<file path="config.mk">
export PLATFORM = sky130hd
export DESIGN_NAME = sddr_record
export DESIGN_NICKNAME = d
export VERILOG_FILES = /design/src/logic/sddr_pkg.sv /design/src/logic/sddr_record.sv
export VERILOG_INCLUDE_DIRS = /design/src /design/src/logic
export SDC_FILE = /design/constraint.sdc
export NUM_CORES = 1
export LEC_CHECK = 0
export BUFFER_PORTS_ARGS = -buffer_cell sky130_fd_sc_hd__buf_2
export CORE_ASPECT_RATIO = 1.1
export CORE_MARGIN = 8
export CORE_UTILIZATION = 54
export DETAILED_ROUTE_END_ITERATION = 8
export HOLD_SLACK_MARGIN = 0.08
export PLACE_DENSITY_LB_ADDON = 0.2
export REMOVE_ABC_BUFFERS = 1
export SLEW_MARGIN = 20
export SYNTH_ARGS = -nofsm -noshare
export SYNTH_HDL_FRONTEND = slang
export SYNTH_SLANG_ARGS = --single-unit
</file>
<file path="constraint.sdc">
create_clock -name sys_clk -period 3.4 [get_ports sys_clk]
set_input_delay 0.68 -clock sys_clk [delete_from_list [all_inputs] [get_ports sys_clk]]
set_output_delay 0.68 -clock sys_clk [all_outputs]
set_load 0.01 [all_outputs]
</file>
<file path="src/logic/sddr_consts.svh">
// constants for the slave delta diagnostic record block
// assumes inclusion by bare name from the logic folder
`ifndef SDDR_CONSTS_SVH
`define SDDR_CONSTS_SVH
`define SDDR_REC_BYTES      5'd16
`define SDDR_OFS_BASE       4'h0
`define SDDR_OFS_FIX4       4'h4
`define SDDR_OFS_FIX5       4'h5
`define SDDR_OFS_FIX6       4'h6
`define SDDR_OFS_STD        4'h7
`define SDDR_OFS_BSL        4'hb
`define SDDR_OFS_RSVD       4'hf
`define SDDR_FIX4_VAL       8'h60
`define SDDR_FIX5_VAL       8'h00
`define SDDR_FIX6_VAL       8'h40
`define SDDR_RSVD_VAL       8'h00
`define SDDR_GROUP_FAULT_BIT 0
`define SDDR_DIAG_RESET     32'h0000_0000
`define SDDR_ERR_RESET      64'h0
`endif

</file>
<file path="src/logic/sddr_pkg.sv">
// types for the slave delta diagnostic record block
// assumes the consts header is compiled alongside
package sddr_pkg;
  typedef struct packed {
    logic [31:0] b_slaves;
    logic [31:0] std_slaves;
  } sddr_errmap_type;
  typedef struct packed {
    logic       valid;
    logic [3:0] index;
  } sddr_read_req_type;
endpackage : sddr_pkg

</file>
<file path="src/logic/sddr_record.sv">
// slave delta diagnostic record: error bitmap, record read port, interrupt request
// assumes slave status inputs synchronous to sys_clk; host acknowledges each interrupt
`timescale 1ns/1ps
`include "sddr_consts.svh"
module sddr_record #(
  parameter int NUM_SLAVES = 32
) (
  input  wire logic                    sys_clk,
  input  wire logic                    reset_n,
  input  wire logic [NUM_SLAVES-1:0]   std_missing,
  input  wire logic [NUM_SLAVES-1:0]   std_wrong_type,
  input  wire logic [NUM_SLAVES-1:0]   std_unconfigured,
  input  wire logic [NUM_SLAVES-1:0]   b_missing,
  input  wire logic [NUM_SLAVES-1:0]   b_wrong_type,
  input  wire logic [NUM_SLAVES-1:0]   b_unconfigured,
  input  wire logic                    protected_mode,
  input  wire logic                    host_can_accept,
  input  wire logic                    irq_ack,
  input  wire sddr_pkg::sddr_read_req_type rd_req,
  input  wire logic [23:0]             base_diag_extra,
  output logic                         diag_irq,
  output logic [31:0]                  base_diag_copy,
  output logic [7:0]                   rd_data,
  output logic                         rd_valid
);
  ////////////////////////////////////////////////////////////////////////
  sddr_pkg::sddr_errmap_type errmap;
  sddr_pkg::sddr_errmap_type reported_map;
  logic                      reported_fault;
  wire  [2*NUM_SLAVES-1:0]   next_errmap;
  wire  [127:0]              record_flat;
  wire                       any_fault;
  wire                       state_differs;
  wire                       fire;

  genvar g;
  generate
    for (g = 0; g < NUM_SLAVES; g++) begin : g_slave
      // missing, wrong type or unconfigured all count as error
      assign next_errmap[g] = std_missing[g] | std_wrong_type[g] | std_unconfigured[g];
      assign next_errmap[NUM_SLAVES+g] = b_missing[g] | b_wrong_type[g] | b_unconfigured[g];
    end
  endgenerate

  assign any_fault     = |errmap;
  // compare full map, so a slave swap still counts as a change
  assign state_differs = (errmap != reported_map);
  // outside protected mode slave events stay silent; reported history cleared
  assign fire = protected_mode && host_can_accept && !diag_irq && state_differs;

  // record bytes are little-end packed: byte n sits at bits 8n+7..8n
  assign record_flat = {`SDDR_RSVD_VAL,
                        errmap.b_slaves,
                        errmap.std_slaves,
                        `SDDR_FIX6_VAL, `SDDR_FIX5_VAL, `SDDR_FIX4_VAL,
                        base_diag_copy};

  ////////////////////////////////////////////////////////////////////////
  always_ff @(posedge sys_clk or negedge reset_n) begin
    if (!reset_n) begin
      errmap <= `SDDR_ERR_RESET;
    end else begin
      errmap <= next_errmap;
    end
  end

  always_ff @(posedge sys_clk or negedge reset_n) begin
    if (!reset_n) begin
      diag_irq       <= 1'b0;
      reported_map   <= `SDDR_ERR_RESET;
      reported_fault <= 1'b0;
      base_diag_copy <= `SDDR_DIAG_RESET;
    end else if (fire) begin
      diag_irq       <= 1'b1;
      reported_map   <= errmap;
      reported_fault <= any_fault;
      // group fault flag: 1 entering fault, 0 leaving it
      base_diag_copy <= {base_diag_extra, 7'h00, any_fault};
    end else if (!protected_mode) begin
      // leaving protected mode forgets the external history
      reported_map   <= `SDDR_ERR_RESET;
      reported_fault <= 1'b0;
      diag_irq       <= diag_irq & ~irq_ack;
    end else if (irq_ack) begin
      diag_irq <= 1'b0;
    end
  end

  always_ff @(posedge sys_clk or negedge reset_n) begin
    if (!reset_n) begin
      rd_data  <= 8'h00;
      rd_valid <= 1'b0;
    end else begin
      rd_valid <= rd_req.valid;
      rd_data  <= record_flat[{rd_req.index, 3'b000} +: 8];
    end
  end

  ////////////////////////////////////////////////////////////////////////
  property p_fix4;
    @(posedge sys_clk) disable iff (!reset_n)
      (rd_req.valid && rd_req.index == `SDDR_OFS_FIX4) |=> (rd_data == 8'h60);
  endproperty
  a_fix4: assert property (p_fix4) else $error("byte four not 60");

  property p_fix6;
    @(posedge sys_clk) disable iff (!reset_n)
      (rd_req.valid && rd_req.index == `SDDR_OFS_FIX6) |=> (rd_data == 8'h40);
  endproperty
  a_fix6: assert property (p_fix6) else $error("byte six not 40");

  property p_rsvd;
    @(posedge sys_clk) disable iff (!reset_n)
      (rd_req.valid && rd_req.index == `SDDR_OFS_RSVD) |=> (rd_data == 8'h00);
  endproperty
  a_rsvd: assert property (p_rsvd) else $error("reserved byte nonzero");

  property p_std_byte0;
    @(posedge sys_clk) disable iff (!reset_n)
      (rd_req.valid && rd_req.index == `SDDR_OFS_STD) |=> (rd_data == $past(errmap.std_slaves[7:0]));
  endproperty
  a_std_byte0: assert property (p_std_byte0) else $error("standard slave byte wrong");

  property p_b_byte0;
    @(posedge sys_clk) disable iff (!reset_n)
      (rd_req.valid && rd_req.index == `SDDR_OFS_BSL) |=> (rd_data == $past(errmap.b_slaves[7:0]));
  endproperty
  a_b_byte0: assert property (p_b_byte0) else $error("b slave byte wrong");

  property p_bit_follow;
    @(posedge sys_clk) disable iff (!reset_n)
      std_missing[0] |=> errmap.std_slaves[0];
  endproperty
  a_bit_follow: assert property (p_bit_follow) else $error("slave 0 error not taken");

  property p_no_irq_config;
    @(posedge sys_clk) disable iff (!reset_n)
      (!protected_mode && !diag_irq) |=> !diag_irq;
  endproperty
  a_no_irq_config: assert property (p_no_irq_config) else $error("irq outside protected mode");

  property p_no_repeat;
    @(posedge sys_clk) disable iff (!reset_n)
      (!diag_irq && errmap == reported_map && protected_mode) |=> !diag_irq;
  endproperty
  a_no_repeat: assert property (p_no_repeat) else $error("irq without state change");

  property p_flag;
    @(posedge sys_clk) disable iff (!reset_n)
      $rose(diag_irq) |-> (base_diag_copy[0] == (|reported_map));
  endproperty
  a_flag: assert property (p_flag) else $error("group fault flag wrong");

  property p_fires;
    @(posedge sys_clk) disable iff (!reset_n)
      fire |=> diag_irq;
  endproperty
  a_fires: assert property (p_fires) else $error("interrupt not raised");

  property p_fix5;
    @(posedge sys_clk) disable iff (!reset_n)
      (rd_req.valid && rd_req.index == `SDDR_OFS_FIX5) |=> (rd_data == `SDDR_FIX5_VAL);
  endproperty
  a_fix5: assert property (p_fix5) else $error("byte five not 00");

  property p_base_byte0;
    @(posedge sys_clk) disable iff (!reset_n)
      (rd_req.valid && rd_req.index == `SDDR_OFS_BASE) |=> (rd_data == $past(base_diag_copy[7:0]));
  endproperty
  a_base_byte0: assert property (p_base_byte0) else $error("base byte zero wrong");

  property p_rd_answer;
    @(posedge sys_clk) disable iff (!reset_n)
      rd_req.valid |=> rd_valid;
  endproperty
  a_rd_answer: assert property (p_rd_answer) else $error("read not answered");

  property p_rd_quiet;
    @(posedge sys_clk) disable iff (!reset_n)
      !rd_req.valid |=> !rd_valid;
  endproperty
  a_rd_quiet: assert property (p_rd_quiet) else $error("read answer without request");

  // a pending interrupt must not drop before the host has seen it
  property p_irq_hold;
    @(posedge sys_clk) disable iff (!reset_n)
      (diag_irq && !irq_ack) |=> diag_irq;
  endproperty
  a_irq_hold: assert property (p_irq_hold) else $error("interrupt dropped before ack");

  property p_ack_clear;
    @(posedge sys_clk) disable iff (!reset_n)
      (diag_irq && irq_ack) |=> !diag_irq;
  endproperty
  a_ack_clear: assert property (p_ack_clear) else $error("interrupt held after ack");

  property p_extra;
    @(posedge sys_clk) disable iff (!reset_n)
      $rose(diag_irq) |-> (base_diag_copy[31:8] == $past(base_diag_extra));
  endproperty
  a_extra: assert property (p_extra) else $error("base bytes one to three not copied");

  property p_free_map;
    @(posedge sys_clk) disable iff (!reset_n)
      ($rose(diag_irq) && !base_diag_copy[0]) |-> (reported_map == `SDDR_ERR_RESET);
  endproperty
  a_free_map: assert property (p_free_map) else $error("fault-free report with map bits set");

  property p_b_follow;
    @(posedge sys_clk) disable iff (!reset_n)
      b_unconfigured[NUM_SLAVES-1] |=> errmap.b_slaves[NUM_SLAVES-1];
  endproperty
  a_b_follow: assert property (p_b_follow) else $error("top b slave error not taken");

  c_enter: cover property (@(posedge sys_clk) disable iff (!reset_n) $rose(diag_irq) && base_diag_copy[0]);
  c_leave: cover property (@(posedge sys_clk) disable iff (!reset_n) $rose(diag_irq) && !base_diag_copy[0]);
  c_read:  cover property (@(posedge sys_clk) disable iff (!reset_n) rd_valid && rd_data != 8'h00);
  c_reenter: cover property (@(posedge sys_clk) disable iff (!reset_n) $rose(protected_mode) ##1 $rose(diag_irq));
  c_defer: cover property (@(posedge sys_clk) disable iff (!reset_n) $rose(host_can_accept) ##1 $rose(diag_irq));
endmodule : sddr_record

</file>
==> results.md <==
| Parameter | This run |
| --- | --- |
| Start-to-end type of the worst setup path | reg2reg |
| Critical R2R Capture | base_diag_copy[17] |
| Number of primary I/O pins | 268 |
| Cell type of the slowest stage on the worst timing path | nor4_1 |
| Most frequent cell after synthesis | dfrtp_1 |
| Clock latency on the worst-skew pair | 430 ps |
| Worst Reg-to-Reg Cells | 7 |
| Number of DRC markers after the initial detailed-route iteration | 480 |
| Crit-path cells | xor2_1 > nor4_1 > nand4_1 > nor4_1 > nor3_2 > buf_4 > mux2_4 |
| Sort of element at the end of the critical path | flop |
| Residual overflow from global routing | 0 |
| Top cells by area in the synthesized netlist | dfrtp_1 53%, mux2i_1 9.4%, xor2_1 7.2% |
| Multi-input gate area | 0.00326 mm2 |
| Global routing met3 resource utilization | 6.42% |
| Reg area | 0.00408 mm2 |
| Number of antenna violations at the first check in global routing | 0 |
| Synth Register Bits | 163 |
| Capture point of the critical path | base_diag_copy[17] |
| Setup Buffers After CTS | 0 |
| Relative max-transition margin | 38.3% |
| Dominant cell type by count on the critical path | nor4_1 |
| Worst min path class | in2async |
| Post-DR wirelength/cell | 18.5 um |
| Gpl congestion | 0.863 |
| Number of port buffers | 260 |
| Area growth syn-to-layout | 27.1% |
| Pins over their slew limit | 0 |
| Maximum resistive drop on vdd | 0.353 mV |
| Setup repair after global routing missed its margin | false |
| Required time of the critical path | 3710 ps |
| Status | finished, final reports clean |
| Cell taking the most area after synthesis | dfrtp_1 |
| Synth Instances | 681 |
| Die area | 0.0184 mm2 |
| Clock Path Buffers | 2 |
| Average instance area after synthesis | 11.4 um2 |
| Reg2Reg Launch Point | errmap[4] |
| Sinks on the clock net | 163 |
| Max stage delay on crit path | 490 ps |
| Power per cell area | 526 mW/mm2 |
| Worst Tran Pin Value | 925 ps |
| Global-route wire length before repair | 32.6 mm |
| Remaining DRCs | 0 |
| Summed negative setup slack over all endpoints | 0 ps |
| Total of hold buffers inserted after clock tree synthesis | 0 |
| Area share of the leading cell type in the synthesized netlist | 52.7% |
| Detailed-route vias per instance | 5.30 |
| Share of the yosys chip area belonging to registers | 52.7% |
| TritonRoute pass-1 iters | 4 |
| Standard-cell row count | 46 |
| Post-layout utilization of the core | 69.2% |
| Total standard cell area after synthesis | 0.00774 mm2 |
| Cells resized by post-CTS repair | 0 |
| Highest clock rate | 0.371 GHz |
| Shortest period the worst path allows | 2690 ps |
| Number of flops mapped to enable cells by yosys | 0 |
| GR Layer Usage met1 | 29.6% |
| Horiz. Die Dim | 130 um |
| Count of yosys warnings during synthesis | 0 |
| Vias | 6,039 |
| Worst setup skew after layout | 4.86 ps |
| Origin of the worst setup path | errmap[4] |
| Vias in the first global route | 6,306 |
| Final critical-path setup slack | 706 ps |
| Antenna Diode Count | 0 |
| Launching element type of the critical path | flop |
| Number of distinct standard cells referenced by the synthesized netlist | 30 |
| Clk slew on worst S/H paths | 60 ps |
| Total Power | 5170 uW |
| Final routed wirelength across all metal layers | 21.1 mm |
| Max cap viols | 0 |
| Worst hold slack | 235 ps |
| Most common library cells after synthesis | 163 x dfrtp_1, 79 x nand2_1, 73 x mux2i_1 |
| GR Util All Layers | 23.4% |
| Number of levels the H-tree was split into | 4 |
| Share of cells above drive strength 1 | 35.5% |
| Setup slack, reg-to-reg | 710 ps |
| Post-detail-place hpwl | 16.0 mm |
| Fill cells | 1,140 |
| Met2 Resource Use GR | 37.7% |
| Post-Place Worst Slack | 798 ps |
| Arrival time of data at the critical path endpoint | 3010 ps |
| Gr busiest metal | met2 |
| Final hold viol count | 0 |
| Final setup fails | 0 |
| Clock tree from TritonCTS | done |
| TritonCTS buffer count | 17 |
| Maximum number of pins on one net before global-route repair | 67 |
| Period utilisation layout | 79.2% |
| Crit path max fanout | 51 |
| Number of routed nets with antenna violations | 0 |
| Share of synthesized flip-flops with an asynchronous set or reset | 100% |
| Vertical die dimension | 142 um |
| Placeable core region | 0.0142 mm2 |
| Layout Nets | 1,163 |
| Starting Density | 54.5% |
| Static leakage | 0.00486 uW |
| Most frequently used flop master after synthesis | dfrtp_1 |
| Cell at the root of the clock tree | clkbuf_16 |
worst max-delay path, delay by kind of cell (launching register included):
family                 cells  cell delay (ps)
flip-flops                 1              420
buffers and inverters      1              400
XOR/XNOR                   1              180
multiplexers               1              410
AND/OR/NAND/NOR            4             1120
flip-flops by register name (all words and copies together) (netlist names):
signal / count
rd_valid: 1
rd_data: 8
diag_irq: 1
reported_map: 64
errmap: 64
base_diag_copy: 25
power breakdown:
group | switching, uW | total [uW] | internal [uW]
Clock | 743 | 2090 | 1350
Sequential | 163 | 2290 | 2130
Combinational | 371 | 785 | 414
Total | 1280 | 5170 | 3900
worst min-delay path by stage:
| stage | from | to | depth (start not counted) |
|---|---|---|---|
| after floorplan | reset_n | base_diag_copy[0] | 0 |
| after global placement | base_diag_copy[31] | base_diag_copy[31] | 1 |
| after detailed placement | base_diag_copy[11] | base_diag_copy[11] | 1 |
| after CTS | reset_n | base_diag_copy[30] | 1 |
| after global routing | reset_n | base_diag_copy[14] | 1 |
| final | reset_n | base_diag_copy[14] | 1 |
per-layer routing:
metal / vias to the layer above / part of all wire [%]
met5: - / 0
met4: 0 / 1.8
met3: 29 / 8.9
met2: 284 / 49
met1: 2913 / 40
li1: 2813 / -
cell usage in the layout, fill, tap and decap left out, drive strengths merged:
master | Yosys | final
buf | 17 | 267
dfrtp | 163 | 163
nand2 | 79 | 79
mux2i | 73 | 73
inv | 65 | 65
or3 | 64 | 64
xor2 | 64 | 64
nor4 | 33 | 33
mux2 | 31 | 31
clkbuf | 19 | 21
o21ai | 14 | 14
mux4 | 9 | 9
a22oi | 8 | 8
a21oi | 8 | 8
nand4 | 8 | 8
conb | 1 | 7
nor2 | 6 | 6
a22o | 6 | 6
bufinv | 0 | 5
nor2b | 3 | 3
clkinvlp | 0 | 3
nand2b | 2 | 2
o211ai | 2 | 2
nand3b | 1 | 1
o22ai | 1 | 1
a311oi | 1 | 1
nor3 | 1 | 1
or4 | 1 | 1
a21o | 1 | 1
clkinv | 0 | 1
metrics by stage:
step	instances	cell area [um2]
final	1140	9840
after global routing	1140	9840
after CTS	1140	9840
after detailed placement	1110	9190
after global placement	1110	9190
after floorplan	651	7570
kinds of logic after synthesis:
family | share of synthesized area (%)
other | 0.0484
XOR/XNOR | 7.24
AND/OR/NAND/NOR | 13.3
multiplexers | 17.8
flip-flops | 52.7
buffers and inverters | 5.64
AO/OA/AOI/OAI | 3.36
layout make-up:
class | count | share of cell area [%]
inverter | 65 | 2.48
sequential | 163 | 41.5
clock buffer | 21 | 4.78
clock inverter | 9 | 1.81
multi-input combinational | 423 | 33.1
timing repair buffer | 267 | 13.9
tap | 192 | 2.44
Power figures use the tool's default switching activity.
